File: src/verilog/insn_move_pkg.sv
// constants, types and opcodes shared by the data-move and timer-load executor
package insn_move_pkg;

    // ------------------------------------------------------------
    // widths and field positions of the 16-bit instruction word
    // ------------------------------------------------------------
    localparam int NIB_W      = 4;
    localparam int RAM_AW     = 7;
    localparam int RAM_DEPTH  = 128;
    localparam int PAGE_USED  = 3;
    localparam int IMM_MSB    = 7;
    localparam int R_MSB      = 6;
    localparam int W_MSB      = 10;
    localparam int W_LSB      = 7;
    localparam int TIMERS     = 2;

    // ------------------------------------------------------------
    // opcode prefixes
    // ------------------------------------------------------------
    localparam logic [7:0] OPC_TM0_IMM = 8'h10;
    localparam logic [7:0] OPC_TM1_IMM = 8'h11;
    localparam logic [8:0] OPC_FIRST_TIMER_PRESET_LOW    = 9'h028;
    localparam logic [8:0] OPC_FIRST_TIMER_PRESET_HIGH    = 9'h029;
    localparam logic [8:0] OPC_SECOND_TIMER_PRESET_LOW    = 9'h02a;
    localparam logic [8:0] OPC_SECOND_TIMER_PRESET_HIGH    = 9'h02b;
    localparam logic [4:0] OPC_MOV_WR  = 5'h1d;
    localparam logic [4:0] OPC_LD_IND  = 5'h19;
    localparam logic [4:0] OPC_ST_IND  = 5'h1b;
    localparam logic [7:0] OPC_PAGE    = 8'h5d;
    localparam logic [8:0] OPC_CF_COPY = 9'h0b2;

    // ------------------------------------------------------------
    // reset values and timing in core clocks
    // ------------------------------------------------------------
    localparam logic [3:0] NIB_RST      = 4'h0;
    localparam logic [7:0] TMR_RST      = 8'h00;
    localparam int         MCYCLE_CLKS  = 2;
    localparam int         IND_CLKS     = 2 * MCYCLE_CLKS;

    typedef enum logic [1:0] {
        S_IDLE  = 2'b00,
        S_STEP1 = 2'b01,
        S_STEP2 = 2'b10,
        S_STEP3 = 2'b11
    } state_type;

    typedef enum logic [3:0] {
        OP_NONE    = 4'b0000,
        OP_TM0_IMM = 4'b0001,
        OP_TM1_IMM = 4'b0010,
        OP_FIRST_TIMER_PRESET_LOW    = 4'b0011,
        OP_FIRST_TIMER_PRESET_HIGH    = 4'b0100,
        OP_SECOND_TIMER_PRESET_LOW    = 4'b0101,
        OP_SECOND_TIMER_PRESET_HIGH    = 4'b0110,
        OP_MOV_WR  = 4'b0111,
        OP_LD_IND  = 4'b1000,
        OP_ST_IND  = 4'b1001,
        OP_PAGE    = 4'b1010,
        OP_CF_COPY = 4'b1011
    } op_type;

    typedef struct packed {
        logic              we;
        logic [RAM_AW-1:0] addr;
        logic [NIB_W-1:0]  data;
    } ram_wr_type;

    typedef struct packed {
        logic             load;
        logic [7:0]       value;
        logic [NIB_W-1:0] preset_low;
        logic [NIB_W-1:0] preset_high;
    } tmr_ctl_type;

endpackage

File: src/verilog/data_nibble_ram.sv
// 128 x 4 data ram, separate write and read address, registered read data
module data_nibble_ram
    import insn_move_pkg::*;
(
    // clock and reset
    input  wire logic              core_clk,
    input  wire logic              sys_rst,
    // write side
    input  wire ram_wr_type        wr_port,
    // read side
    input  wire logic [RAM_AW-1:0] rd_addr,
    output logic      [NIB_W-1:0]  rd_data_q
);

    logic [NIB_W-1:0] mem [0:RAM_DEPTH-1];

    always_ff @(posedge core_clk) begin
        if (wr_port.we) begin
            mem[wr_port.addr] <= wr_port.data;
        end
    end

    // read-first: a write to the same address shows one cycle later
    always_ff @(posedge core_clk) begin
        if (sys_rst) begin
            rd_data_q <= NIB_RST;
        end else begin
            rd_data_q <= mem[rd_addr];
        end
    end

endmodule

File: src/verilog/timer_load_port.sv
// load strobe, load value and preset halves handed to one countdown timer
module timer_load_port
    import insn_move_pkg::*;
(
    // clock and reset
    input  wire logic             core_clk,
    input  wire logic             sys_rst,
    // strobes from the executor
    input  wire logic             imm_stb,
    input  wire logic [7:0]       imm_value,
    input  wire logic             low_stb,
    input  wire logic             high_stb,
    input  wire logic [NIB_W-1:0] nibble,
    // to the timer
    output tmr_ctl_type           ctl_q
);

    always_ff @(posedge core_clk) begin
        if (sys_rst) begin
            ctl_q.load  <= 1'b0;
            ctl_q.value <= TMR_RST;
        end else begin
            ctl_q.load <= imm_stb;
            if (imm_stb) begin
                ctl_q.value <= imm_value;
            end
        end
    end

    always_ff @(posedge core_clk) begin
        if (sys_rst) begin
            ctl_q.preset_low  <= NIB_RST;
            ctl_q.preset_high <= NIB_RST;
        end else begin
            if (low_stb) begin
                ctl_q.preset_low <= nibble;
            end
            if (high_stb) begin
                ctl_q.preset_high <= nibble;
            end
        end
    end

endmodule

File: src/verilog/insn_move_exec.sv
// executor for the timer-load, ram-move, page-load and carry-copy instructions
//
// Functional notes
// - immediate load starts first timer with I7..I0
// - immediate load starts second timer, one cycle
// - ram nibble into first timer preset low
// - ram nibble into first timer preset high
// - ram nibble into second timer preset low
// - ram nibble into second timer preset high
// - direct move ram R into working register W
// - indirect read: page*10H plus nibble, two cycles
// - indirect write of working register, two cycles
// - page register loaded from ram nibble
// - carry to bit0 of acc and ram, zero flag
//
// Our own choices: the address-and-strobe port and the register offsets.
module insn_move_exec
    import insn_move_pkg::*;
(
    // clock and reset
    input  wire logic              core_clk,
    input  wire logic              sys_rst,
    // instruction fetch
    input  wire logic              instr_valid,
    input  wire logic [15:0]       instr_word,
    output logic                   instr_ready,
    output logic                   instr_done,
    // ram writes from the rest of the core
    input  wire ram_wr_type        ram_ext_wr,
    // flags and accumulator
    input  wire logic              carry_flag,
    output logic      [NIB_W-1:0]  accumulator,
    output logic                   zero_flag,
    output logic      [NIB_W-1:0]  ram_page_select,
    // countdown timers
    output tmr_ctl_type            first_countdown_timer,
    output tmr_ctl_type            second_countdown_timer
);

    // ------------------------------------------------------------
    // decode helpers
    // ------------------------------------------------------------
    function automatic op_type decode_op(input logic [15:0] w);
        op_type op;
        op = OP_NONE;
        if (w[15:11] == OPC_MOV_WR) begin
            op = OP_MOV_WR;
        end else if (w[15:11] == OPC_LD_IND) begin
            op = OP_LD_IND;
        end else if (w[15:11] == OPC_ST_IND) begin
            op = OP_ST_IND;
        end else if (w[15:8] == OPC_TM0_IMM) begin
            op = OP_TM0_IMM;
        end else if (w[15:8] == OPC_TM1_IMM) begin
            op = OP_TM1_IMM;
        end else if (w[15:8] == OPC_PAGE) begin
            op = OP_PAGE;
        end else if (w[15:7] == OPC_FIRST_TIMER_PRESET_LOW) begin
            op = OP_FIRST_TIMER_PRESET_LOW;
        end else if (w[15:7] == OPC_FIRST_TIMER_PRESET_HIGH) begin
            op = OP_FIRST_TIMER_PRESET_HIGH;
        end else if (w[15:7] == OPC_SECOND_TIMER_PRESET_LOW) begin
            op = OP_SECOND_TIMER_PRESET_LOW;
        end else if (w[15:7] == OPC_SECOND_TIMER_PRESET_HIGH) begin
            op = OP_SECOND_TIMER_PRESET_HIGH;
        end else if (w[15:7] == OPC_CF_COPY) begin
            op = OP_CF_COPY;
        end
        return op;
    endfunction

    // only pages 0..7 reachable, the page msb never reaches the address
    function automatic logic [RAM_AW-1:0] page_addr(
        input logic [NIB_W-1:0] page,
        input logic [NIB_W-1:0] ptr
    );
        return {page[PAGE_USED-1:0], ptr};
    endfunction

    function automatic logic [RAM_AW-1:0] wr_addr(input logic [15:0] w);
        return {3'b000, w[W_MSB:W_LSB]};
    endfunction

    // ------------------------------------------------------------
    // state
    // ------------------------------------------------------------
    state_type          state_q;
    state_type          state_d;
    op_type             op_q;
    logic [15:0]        instr_q;
    logic [NIB_W-1:0]   hold_q;
    logic [NIB_W-1:0]   ptr_q;
    logic               ready_q;
    logic               done_q;
    logic [NIB_W-1:0]   acc_q;
    logic               zf_q;
    logic [NIB_W-1:0]   page_q;
    logic               take;
    logic [RAM_AW-1:0]  rd_addr;
    logic [NIB_W-1:0]   rd_data_q;
    ram_wr_type         wr_int;
    ram_wr_type         ram_port;
    logic [TIMERS-1:0]  imm_stb;
    logic [TIMERS-1:0]  low_stb;
    logic [TIMERS-1:0]  high_stb;
    tmr_ctl_type [TIMERS-1:0] tmr_ctl;

    assign take = instr_valid && ready_q;

    always_comb begin
        state_d = state_q;
        case (state_q)
            S_IDLE: begin
                if (take) begin
                    state_d = S_STEP1;
                end
            end
            S_STEP1: begin
                // indirect moves take a second machine cycle
                if (op_q == OP_LD_IND || op_q == OP_ST_IND) begin
                    state_d = S_STEP2;
                end else begin
                    state_d = S_IDLE;
                end
            end
            S_STEP2: begin
                state_d = S_STEP3;
            end
            S_STEP3: begin
                state_d = S_IDLE;
            end
            default: begin
                state_d = S_IDLE;
            end
        endcase
    end

    always_ff @(posedge core_clk) begin
        if (sys_rst) begin
            state_q <= S_IDLE;
            ready_q <= 1'b1;
            done_q  <= 1'b0;
        end else begin
            state_q <= state_d;
            ready_q <= (state_d == S_IDLE);
            done_q  <= (state_q != S_IDLE) && (state_d == S_IDLE);
        end
    end

    always_ff @(posedge core_clk) begin
        if (sys_rst) begin
            op_q    <= OP_NONE;
            instr_q <= 16'h0000;
        end else if (take) begin
            op_q    <= decode_op(instr_word);
            instr_q <= instr_word;
        end
    end

    // ------------------------------------------------------------
    // ram access
    // ------------------------------------------------------------
    always_comb begin
        rd_addr = instr_q[R_MSB:0];
        if (state_q == S_IDLE) begin
            rd_addr = instr_word[R_MSB:0];
        end else if (state_q == S_STEP1 && op_q == OP_LD_IND) begin
            rd_addr = page_addr(page_q, rd_data_q);
        end else if (state_q == S_STEP1 && op_q == OP_ST_IND) begin
            rd_addr = wr_addr(instr_q);
        end
    end

    always_comb begin
        wr_int = '0;
        if (state_q == S_STEP1 && op_q == OP_MOV_WR) begin
            wr_int.we   = 1'b1;
            wr_int.addr = wr_addr(instr_q);
            wr_int.data = rd_data_q;
        end else if (state_q == S_STEP1 && op_q == OP_CF_COPY) begin
            wr_int.we   = 1'b1;
            wr_int.addr = instr_q[R_MSB:0];
            wr_int.data = {3'b000, carry_flag};
        end else if (state_q == S_STEP3 && op_q == OP_LD_IND) begin
            wr_int.we   = 1'b1;
            wr_int.addr = wr_addr(instr_q);
            wr_int.data = hold_q;
        end else if (state_q == S_STEP3 && op_q == OP_ST_IND) begin
            wr_int.we   = 1'b1;
            wr_int.addr = page_addr(page_q, ptr_q);
            wr_int.data = hold_q;
        end
    end

    // outside writes only land while idle; the executor never writes then
    always_comb begin
        ram_port = wr_int;
        if (state_q == S_IDLE) begin
            ram_port = ram_ext_wr;
        end
    end

    always_ff @(posedge core_clk) begin
        if (sys_rst) begin
            ptr_q  <= NIB_RST;
            hold_q <= NIB_RST;
        end else begin
            if (state_q == S_STEP1) begin
                ptr_q <= rd_data_q;
            end
            if (state_q == S_STEP2) begin
                hold_q <= rd_data_q;
            end
        end
    end

    data_nibble_ram u_ram (
        .core_clk  (core_clk),
        .sys_rst   (sys_rst),
        .wr_port   (ram_port),
        .rd_addr   (rd_addr),
        .rd_data_q (rd_data_q)
    );

    // ------------------------------------------------------------
    // page register, accumulator and zero flag
    // ------------------------------------------------------------
    always_ff @(posedge core_clk) begin
        if (sys_rst) begin
            page_q <= NIB_RST;
        end else if (state_q == S_STEP1 && op_q == OP_PAGE) begin
            page_q <= rd_data_q;
        end
    end

    always_ff @(posedge core_clk) begin
        if (sys_rst) begin
            acc_q <= NIB_RST;
            zf_q  <= 1'b0;
        end else if (state_q == S_STEP1 && op_q == OP_CF_COPY) begin
            acc_q <= {3'b000, carry_flag};
            zf_q  <= ~carry_flag;
        end
    end

    // ------------------------------------------------------------
    // timer strobes
    // ------------------------------------------------------------
    always_comb begin
        imm_stb  = '0;
        low_stb  = '0;
        high_stb = '0;
        if (state_q == S_STEP1) begin
            imm_stb[0]  = (op_q == OP_TM0_IMM);
            imm_stb[1]  = (op_q == OP_TM1_IMM);
            low_stb[0]  = (op_q == OP_FIRST_TIMER_PRESET_LOW);
            high_stb[0] = (op_q == OP_FIRST_TIMER_PRESET_HIGH);
            low_stb[1]  = (op_q == OP_SECOND_TIMER_PRESET_LOW);
            high_stb[1] = (op_q == OP_SECOND_TIMER_PRESET_HIGH);
        end
    end

    genvar gi;
    generate
        for (gi = 0; gi < TIMERS; gi++) begin : g_tmr
            timer_load_port u_port (
                .core_clk  (core_clk),
                .sys_rst   (sys_rst),
                .imm_stb   (imm_stb[gi]),
                .imm_value (instr_q[IMM_MSB:0]),
                .low_stb   (low_stb[gi]),
                .high_stb  (high_stb[gi]),
                .nibble    (rd_data_q),
                .ctl_q     (tmr_ctl[gi])
            );
        end
    endgenerate

    assign first_countdown_timer  = tmr_ctl[0];
    assign second_countdown_timer = tmr_ctl[1];
    assign instr_ready            = ready_q;
    assign instr_done             = done_q;
    assign accumulator            = acc_q;
    assign zero_flag              = zf_q;
    assign ram_page_select        = page_q;
endmodule

File: config.mk
export PLATFORM = sky130hd
export DESIGN_NAME = insn_move_exec
export DESIGN_NICKNAME = d
export VERILOG_FILES = /design/src/verilog/insn_move_pkg.sv /design/src/verilog/data_nibble_ram.sv /design/src/verilog/timer_load_port.sv /design/src/verilog/insn_move_exec.sv
export SDC_FILE = /design/constraint.sdc
export NUM_CORES = 1
export LEC_CHECK = 0
export BUFFER_PORTS_ARGS = -buffer_cell sky130_fd_sc_hd__buf_4
export CAP_MARGIN = 10
export CORE_AREA = 5 5 270 272
export DETAILED_ROUTE_END_ITERATION = 8
export DIE_AREA = 0 0 275 277
export HOLD_SLACK_MARGIN = 0.06
export MAX_ROUTING_LAYER = met4
export PLACE_DENSITY = 0.62
export SLEW_MARGIN = 5
export SYNTH_ARGS = -nofsm -noshare
export SYNTH_HDL_FRONTEND = slang
export SYNTH_SLANG_ARGS = --single-unit
File: constraint.sdc
create_clock -name core_clk -period 3.8 [get_ports core_clk]
set_clock_uncertainty 0.1 [all_clocks]
set_input_delay 0.95 -clock core_clk [delete_from_list [all_inputs] [get_ports core_clk]]
set_output_delay 0.95 -clock core_clk [all_outputs]
set_load 0.005 [all_outputs]
After elaboration in Yosys (flattened, before gate mapping)
Memory sizes are Yosys's and may differ from the RTL's. A register that Yosys moved wholly into a read port is not among the register bits.
Index checks and enable logic that the tools add are counted.
{"block": "word_totals", "out_inout_bits": 45, "word_cells": 85, "memories": 1, "inputBits": 32, "ramBits": 512, "regBits": 67}
{"memory": "u_ram.mem", "words": 128, "word_bits": 4, "read_ports": 1, "rd_ports_with_merged_regs": 1, "wr": 1, "line_no": "data_nibble_ram.sv:15", "text": "logic [NIB_W-1:0] mem [0:RAM_DEPTH-1];"}
{"block": "op_classes", "n_reduce_logical": 13, "mux": 27, "n_bitwise": 1, "n_eq_ne": 25}
{"cell": "two-way mux 12 bit", "n": 5}
{"cell": "two-way mux 4 bit", "n": 11}
{"cell": "== test 9 x 6 -> 1 bit (second input constant)", "n": 4}
{"cell": "two-way mux 7 bit", "n": 3}
{"cell": "== test 4 x 3 -> 1 bit (second input constant)", "n": 4}
{"cell": "== test 4 bit (second input constant)", "n": 4}
{"cell": "== test 8 x 5 -> 1 bit (second input constant)", "n": 2}
{"cell": "== test 5 bit (second input constant)", "n": 3}
{"cell": "two-way mux 2 bit", "n": 5}
{"cell": "== test 9 x 8 -> 1 bit (second input constant)", "n": 1}
{"cell": "logical AND 1 bit", "n": 9}
{"cell": "== test 4 x 2 -> 1 bit (second input constant)", "n": 2}
{"cell": "== test 8 x 7 -> 1 bit (second input constant)", "n": 1}
{"cell": "one-hot mux 2 bit (4 select lines)", "n": 1}
{"cell": "== test 2 bit (second input constant)", "n": 2}
{"cell": "== test 4 x 1 -> 1 bit (second input constant)", "n": 1}
{"cell": "logical NOT 2 bit", "n": 2}
{"cell": "== test 2 x 1 -> 1 bit (second input constant)", "n": 1}
{"cell": "two-way mux 1 bit", "n": 2}
{"cell": "nonzero test 2 bit", "n": 1}
{"cell": "logical OR 1 bit", "n": 1}
{"cell": "inverter 1 bit", "n": 1}

Logic depth before layout (Yosys ltp)
Gate-level depths: netlist of the first run.
{"block": "logic_depth", "ltp_word": 12, "depth_mapped": 15}

Hierarchy
A second synthesis of the first run with hierarchy kept.
{"block": "hier_totals", "cells_unflattened": 1518, "hier_area_um2": 23922.9}
{"mod": "data_nibble_ram", "area_per_inst_um2": 20739.9, "instances": 1, "cells_per_inst": 1155}
{"mod": "insn_move_exec", "area_per_inst_um2": 1969.4, "instances": 1, "cells_per_inst": 253}
{"mod": "timer_load_port", "area_per_inst_um2": 606.8, "instances": 2, "cells_per_inst": 55}

Worst setup path before layout of the first run
OpenSTA, ideal clock, no wires.
{"block": "synth_path", "path_kind": "flip-flop to flip-flop", "from": "register state_q[0]", "to": "memory u_ram.mem[0][0], data pin", "path_stages_with_launch": 8, "period_less_slack_ns": 3.673, "setup_time_ns": 0.510, "path_slack_ns": 0.127, "arrival_time_ns": 3.063, "path_cell_list": "dfxtp_1 or2b_1 buf_2 nor3b_1 and3_1 clkbuf_1 a222oi_1 nand2_1"}
{"element": "start: declaration", "line_no": "insn_move_exec.sv:87", "text": "state_type state_q;"}
{"element": "start signal: assignment", "line_no": "insn_move_exec.sv:144", "text": "state_q <= state_d;"}
{"element": "end: declaration", "line_no": "data_nibble_ram.sv:15"}

Final worst setup path of the first run
{"block": "layout_path", "from": "register state_q[0]", "to": "register u_ram.rd_data_q[3], read port of u_ram.mem"}
{"block": "layout_via", "elab_chain_len": 5, "elab_cells_between_ends": 7, "classes_between": "eq/ne (1); mux (3); reduce/logical (3)"}
{"element": "== test 2 x 1 -> 1 bit", "line_no": "insn_move_exec.sv:167, insn_move_exec.sv:169"}
{"element": "logical AND 1 bit", "line_no": "insn_move_exec.sv:169", "text": "end else if (state_q == S_STEP1 && op_q == OP_ST_IND) begin"}
{"element": "two-way mux 7 bit", "line_no": "insn_move_exec.sv:169"}
{"element": "two-way mux 7 bit", "line_no": "insn_move_exec.sv:167", "text": "end else if (state_q == S_STEP1 && op_q == OP_LD_IND) begin"}
{"element": "two-way mux 7 bit (*)", "line_no": "insn_move_exec.sv:165", "text": "if (state_q == S_IDLE) begin"}
{"element": "end: declaration", "line_no": "data_nibble_ram.sv:12", "text": "output logic [NIB_W-1:0] rd_data_q"}
Mark *: on every way between the ends. The rest lies on a longest branch, timed or not.
A chain may end at the register's enable or synchronous reset.

==> metrics.txt, run 1 <==
FP Rows=98; prevailing post-synth register cell=edfxtp_1; hold path depth=2; most frequent cells in the layout=edfxtp_1 (512), nand2_1 (428), nor2_1 (176); Placement Cell Area=0.0261 sq mm; P_leak=9.55 nW; register area share after synthesis=69.4%; final setup margin=0.0910 ns; Iter 0 DRT Violations=1737; Synth Register Bits=583; capture point of the critical path=u_ram.rd_data_q[3]; status=finished clean; IO Count=77; first-pass GRT wire length=96.7 mm; Pwr per Cell Area=513 mW/mm^2; commonest non-fill, non-tap cell in the layout=edfxtp_1; Hold WS=0.356 ns; final-layout fill cell count=6582; Avg Inst Size Synth=12.6 sq um; layout cell share with drive strength beyond 1=14.7%; R2R Path End=u_ram.rd_data_q[3]; Startpoint Class=flip-flop; top cell type's share of synthesized area=63.5%; Slew HR=35.1%; Yosys top cell by area=edfxtp_1; Least-Margin Pin Slew=0.963 ns; vias in the first global route=15667; Synth async-reset ratio=0%; CTS H-tree lvls=2; Die H=277 microns; number of synthesized flops with an enable pin=512; Post-Layout Inst Area=0.0282 sq mm; Yosys cell types=71; Via density=5.31; Place WS=0.119 ns; die width=275 microns; worst-skew pair later-pin latency=0.63 ns; flop2flop setup slack=0.09 ns; Synth Cell Area=0.0242 sq mm; largest net degree at the start of global routing=129; wire per inst=21.3 microns; Cells after Synth=1926; required time of the critical path=4.17 ns; Final Util=40.0%; Final Wtd Congestion=0.912; WS Path Type=reg -> reg; WL final=64.5 mm; Clk Tree Root Cell=clkbuf_16; R2R cell count=11; Antenna Cells=0; Max Fclk=0.270 GHz; Setup-failing EPs final=0; GR Overflow Total=0; Max Cap Viol=0; final hold vios=0; DP Cell Count=2918; Critical Path Start=state_q[0]; fin nets=2061; Initial Util=34.3%; worst path arrival time=4.08 ns; CTS tree=done; RSZ-0062 raised after global routing=true; element type at the critical path end=flip-flop; CTS Buffer Depth=3; DR vias=16097; DRC violations left=0; crit-path max FO=30; YS warnings=0; antenna-violating nets left=0; hpwl dp=40.9 mm; die footprint=0.0762 sq mm; DRT Pass-1 Iters=6; TritonCTS Buffers=59; All-Layer GR Usage=16.8%; Clock Sinks=583; fin crit share=97.6%; Buffers on Ports=73; Post-CTS Setup Inserts=0; antenna violations before repair=0; total power=14.4 mW; worst hold path type=reg -> reg; Core Area=0.0705 sq mm; Reg clk slew, reported paths=0.06 ns; min cycle time layout=3.71 ns; max-slew violation count=0; Area Overhead vs Synth=16.3%; post-route setup TNS=0 ns; ranking of synthesized cells by area=edfxtp_1 (64%), nand2_1 (6.7%), dfxtp_1 (5.9%); VDD IR-drop max=0.351 mV; r2r startpoint=state_q[0]; non-filler cells in the finished layout=3029; CTS Hold Bufs=0
report_power, final:
| part | internal, mW | leakage [nW] | total [mW] | switching, mW |
|---|---|---|---|---|
| logic | 0.404 | 3.37 | 1.30 | 0.893 |
| clock network | 3.58 | 0.977 | 6.07 | 2.49 |
| registers | 7.04 | 5.20 | 7.09 | 0.0424 |
synthesized netlist by cell type (9+ instances only):
cell,instances
nor2_1,176
buf_6,16
a31oi_1,9
a32oi_1,21
dfxtp_1,71
buf_4,13
nand3_1,132
o21ai_0,13
o22ai_1,16
nor4_1,11
nand2_1,429
nor3_1,10
and2_1,9
edfxtp_1,512
a22oi_1,11
or3_1,10
mux2i_1,84
clkbuf_1,48
mux4_2,16
a21oi_1,143
buf_2,37
critical path, stage by stage, from the launching register on:
cell,delay (ns)
dfxtp_1,0.55
or2b_1,0.37
nor4_4,0.37
o41a_4,0.35
buf_12,0.25
buf_4,0.18
mux4_2,0.51
nand2_1,0.08
o21ai_1,0.06
nor4_1,0.39
or4_1,0.25
a31oi_1,0.09
how the worst min path moves through the flow:
stage                                          from                        end  slack (ns)
final                      g_tmr[0].u_port.ctl_q[8]   g_tmr[0].u_port.ctl_q[8]        0.36
after CTS                  g_tmr[0].u_port.ctl_q[8]   g_tmr[0].u_port.ctl_q[8]        0.35
after global routing      g_tmr[1].u_port.ctl_q[14]  g_tmr[1].u_port.ctl_q[14]        0.38
after global placement     g_tmr[0].u_port.ctl_q[5]   g_tmr[0].u_port.ctl_q[5]        0.35
after detailed placement   g_tmr[0].u_port.ctl_q[8]   g_tmr[0].u_port.ctl_q[8]        0.35
after floorplan                            ptr_q[1]                   ptr_q[1]        0.34
metal layers:
layer	up-vias	routed length (microns)	track usage (%)
met4	0	2020	5.73
li1	7294	-	-
met1	7904	27400	22.8
met2	760	29600	25.6
met3	139	5530	3.15
met5	-	0	-
timing repair:
action | in CTS | in global routing
gates resized for setup | 0 | 2
endpoints found under the hold margin | 0 | 0
endpoints found under the setup margin | 0 | 35
cell families after synthesis:
logic type / synth area share [%]
compound gates: 7.66
buf+inv: 3.20
flops: 69.4
mux: 5.05
other cells: 0.0155
simple gates: 14.7
area by class of cell:
| cell class | instances | area (sq um) | area share, % |
|---|---|---|---|
| clock buffers | 73 | 1580 | 5.61 |
| flip-flops and latches | 583 | 16800 | 59.6 |
| multi-input cells | 1215 | 6690 | 23.7 |
| repair buffers | 164 | 1420 | 5.04 |
| well taps | 950 | 1190 | 4.22 |
| clock inverters | 38 | 469 | 1.67 |
| inverters | 6 | 26.3 | 0.0933 |
state kept, by name, indices dropped and copies added, names as in the netlist:
signal              cells
accumulator             1
op_q                    4
ram_page_select         4
hold_q                  4
instr_ready             1
zero_flag               1
ptr_q                   4
u_ram.mem             512
state_q                 2
u_ram.rd_data_q         4
instr_done              1
g_tmr.u_port.ctl_q     34
instr_q                11
Note: power is estimated with default switching activity, not from simulation.
==> run 2: changes to the inputs <==
- CAP_MARGIN: 10 -> 40
- CORE_AREA: 5 5 270 272 -> 5 5 227 229
- DIE_AREA: 0 0 275 277 -> 0 0 232 234
- PLACE_DENSITY: 0.62 -> 0.79
==> metrics.txt, run 2 (synthesis results as in run 1) <==
status=finished clean; required time of the critical path=3.98 ns (-0.19 ns); Clk Tree Root Cell=clkbuf_16; hpwl dp=38.2 mm (-6.4%); Buffers on Ports=73 (unchanged); Psw=3.28 mW (-4.3%); Max Fclk=0.273 GHz (+1.1%); fin nets=2041 (-0.97%); Area Overhead vs Synth=13.4%; P_leak=9.37 nW (-2.0%); Top reg by flops=u_ram.mem; Initial Util=49.0% (+15 points); Reg clk slew, reported paths=0.06 ns (about the same); final-layout fill cell count=3865 (-41%); crit-path max FO=12 (-60%); Net Sw Frac=23.6% (-0.051 points); Setup-failing EPs final=0 (unchanged); element type at the critical path end=flip-flop; Via density=6.06 (+14%); max reg flops=512 (unchanged); die footprint=0.0543 sq mm (-29%); Logic pwr share=9.2% (+0.2 points); antenna violations before repair=0 (unchanged); first-pass GRT wire length=93.9 mm (-2.9%); area of the multi-input gates=0.00671 sq mm (+0.37%); TritonCTS Buffers=58 (-1.7%); max-slew violation count=0 (unchanged); wire per inst=22.7 microns (+6.4%); register area=0.0168 sq mm (about the same); All-Layer GR Usage=22.9% (+6.1 points); worst hold path type=reg -> reg; CTS H-tree lvls=2 (unchanged); final hold vios=0 (unchanged); Slew HR=36.0% (+0.82 points); Core Area=0.0495 sq mm (-30%); DRC violations left=0 (unchanged); Least-Margin Pin Slew=0.961 ns (-0.00218 ns); biggest regs=u_ram.mem (512), g_tmr.u_port.ctl_q (34), instr_q (11); post-route setup TNS=0 ns (unchanged); total power=13.9 mW (-4.1%); sequential share of power=51.1% (+2.1 points); clock power share=39.6% (-2.4 points); worst-skew pair later-pin latency=0.62 ns (about the same); layout cell share with drive strength beyond 1=13.7% (-0.92 points); GR Overflow Total=0 (unchanged); Antenna Cells=0 (unchanged); DR vias=16495 (+2.5%); antenna-violating nets left=0 (unchanged); Cell Int Power=10.6 mW (-4.0%); Pwr per Cell Area=505 mW/mm^2 (-1.6%); IO Count=77 (unchanged); CTS Hold Bufs=0 (unchanged); final setup margin=0.131 ns (+0.0401 ns); Clock Sinks=583 (unchanged); WS Path Type=reg -> reg; vias in the first global route=15896 (+1.5%); most frequent cells in the layout=edfxtp_1 (512), nand2_1 (428), nor2_1 (166); FP Rows=82 (-16%); fin crit share=96.6% (-1.1 points); DRT Pass-1 Iters=6 (unchanged); die width=232 microns (-16%); worst path arrival time=3.85 ns (-0.23 ns); commonest non-fill, non-tap cell in the layout=edfxtp_1; WL final=61.7 mm (-4.3%); CTS Buffer Depth=3 (unchanged); min cycle time layout=3.67 ns (-0.0401 ns); largest net degree at the start of global routing=129 (unchanged); Iter 0 DRT Violations=2308 (+33%); Startpoint Class=flip-flop; Place WS=0.118 ns (-0.000645 ns); CTS tree=done; RSZ-0062 raised after global routing=false; Max Cap Viol=0 (unchanged); Die H=234 microns (-16%); Final Wtd Congestion=0.911 (-0.16%); VDD IR-drop max=0.314 mV (-10%)
==> run 2: cell types whose count changed in the layout (fill, tap and decap cells not counted), sizes merged <==
cell      change
clkinv        +3
inv           -1
clkbuf        +1
clkinvlp      -8
buf          -19
bufinv        -4
==> run 2: repair_timing <==
item | in CTS | in global routing
setup endpoints to repair | 0 | 373
buffers inserted | 0 | 2
resized for setup | 0 | 15
==> run 2: metal layers <==
metal	global-route usage (%)	vias up	part of all wire [%]
li1	-	7237	-
met1	30.5	8024	38
met2	36.1	1060	47
met3	3.86	174	11
met4	8.31	0	3.9
met5	-	-	0
==> run 2: power groups by stage <==
stage,combinational [mW],sequential [mW],clock [mW]
2_1_floorplan,0.790,7.21,0
3_3_place_gp,1.21,7.22,0
3_5_place_dp,1.24,7.22,0
4_1_cts,1.25,7.08,5.54
5_1_grt,1.36,7.08,5.83
6_report,1.28,7.09,5.49
==> run 2: through the flow <==
stage / util, % / hold WS, ns / instances / cell area [sq um]
2_1_floorplan: - / 0.336 / 1928 / 24200
3_3_place_gp: 51.7 / 0.346 / 2619 / 25600
3_5_place_dp: 51.7 / 0.349 / 2619 / 25600
4_1_cts: 55.4 / 0.356 / 2721 / 27400
5_1_grt: 55.5 / 0.372 / 2723 / 27500
6_report: 55.5 / 0.354 / 2723 / 27500
==> run 2: final timing paths <==
kind,slack (ns),startpoint,to,cells after the start
setup / recovery,0.13,state_q[1],u_ram.mem[34][0],7
setup reg to reg,0.13,state_q[1],u_ram.mem[34][0],7
hold reg to reg,0.35,g_tmr[0].u_port.ctl_q[9],g_tmr[0].u_port.ctl_q[9],2
hold / removal,0.35,g_tmr[0].u_port.ctl_q[9],g_tmr[0].u_port.ctl_q[9],2
==> run 2: layout make-up <==
class / instances / share of cell area, %
Clock buffer: 74 / 5.51
Timing Repair Buffer: 145 / 4.66
Inverter: 6 / 0.0957
Sequential cell: 583 / 61.2
Clock inverter: 28 / 1.04
Multi-Input combinational cell: 1215 / 24.5
Tap cell: 672 / 3.06
==> run 2: critical path, cell delays in order, from the launching register on <==
cell,delay (ns)
dfxtp_1,0.55
or2b_2,0.33
nor3b_2,0.08
and3_1,0.31
a222oi_1,0.89
nor2b_2,0.38
nand2_1,0.31
nor2_1,0.39
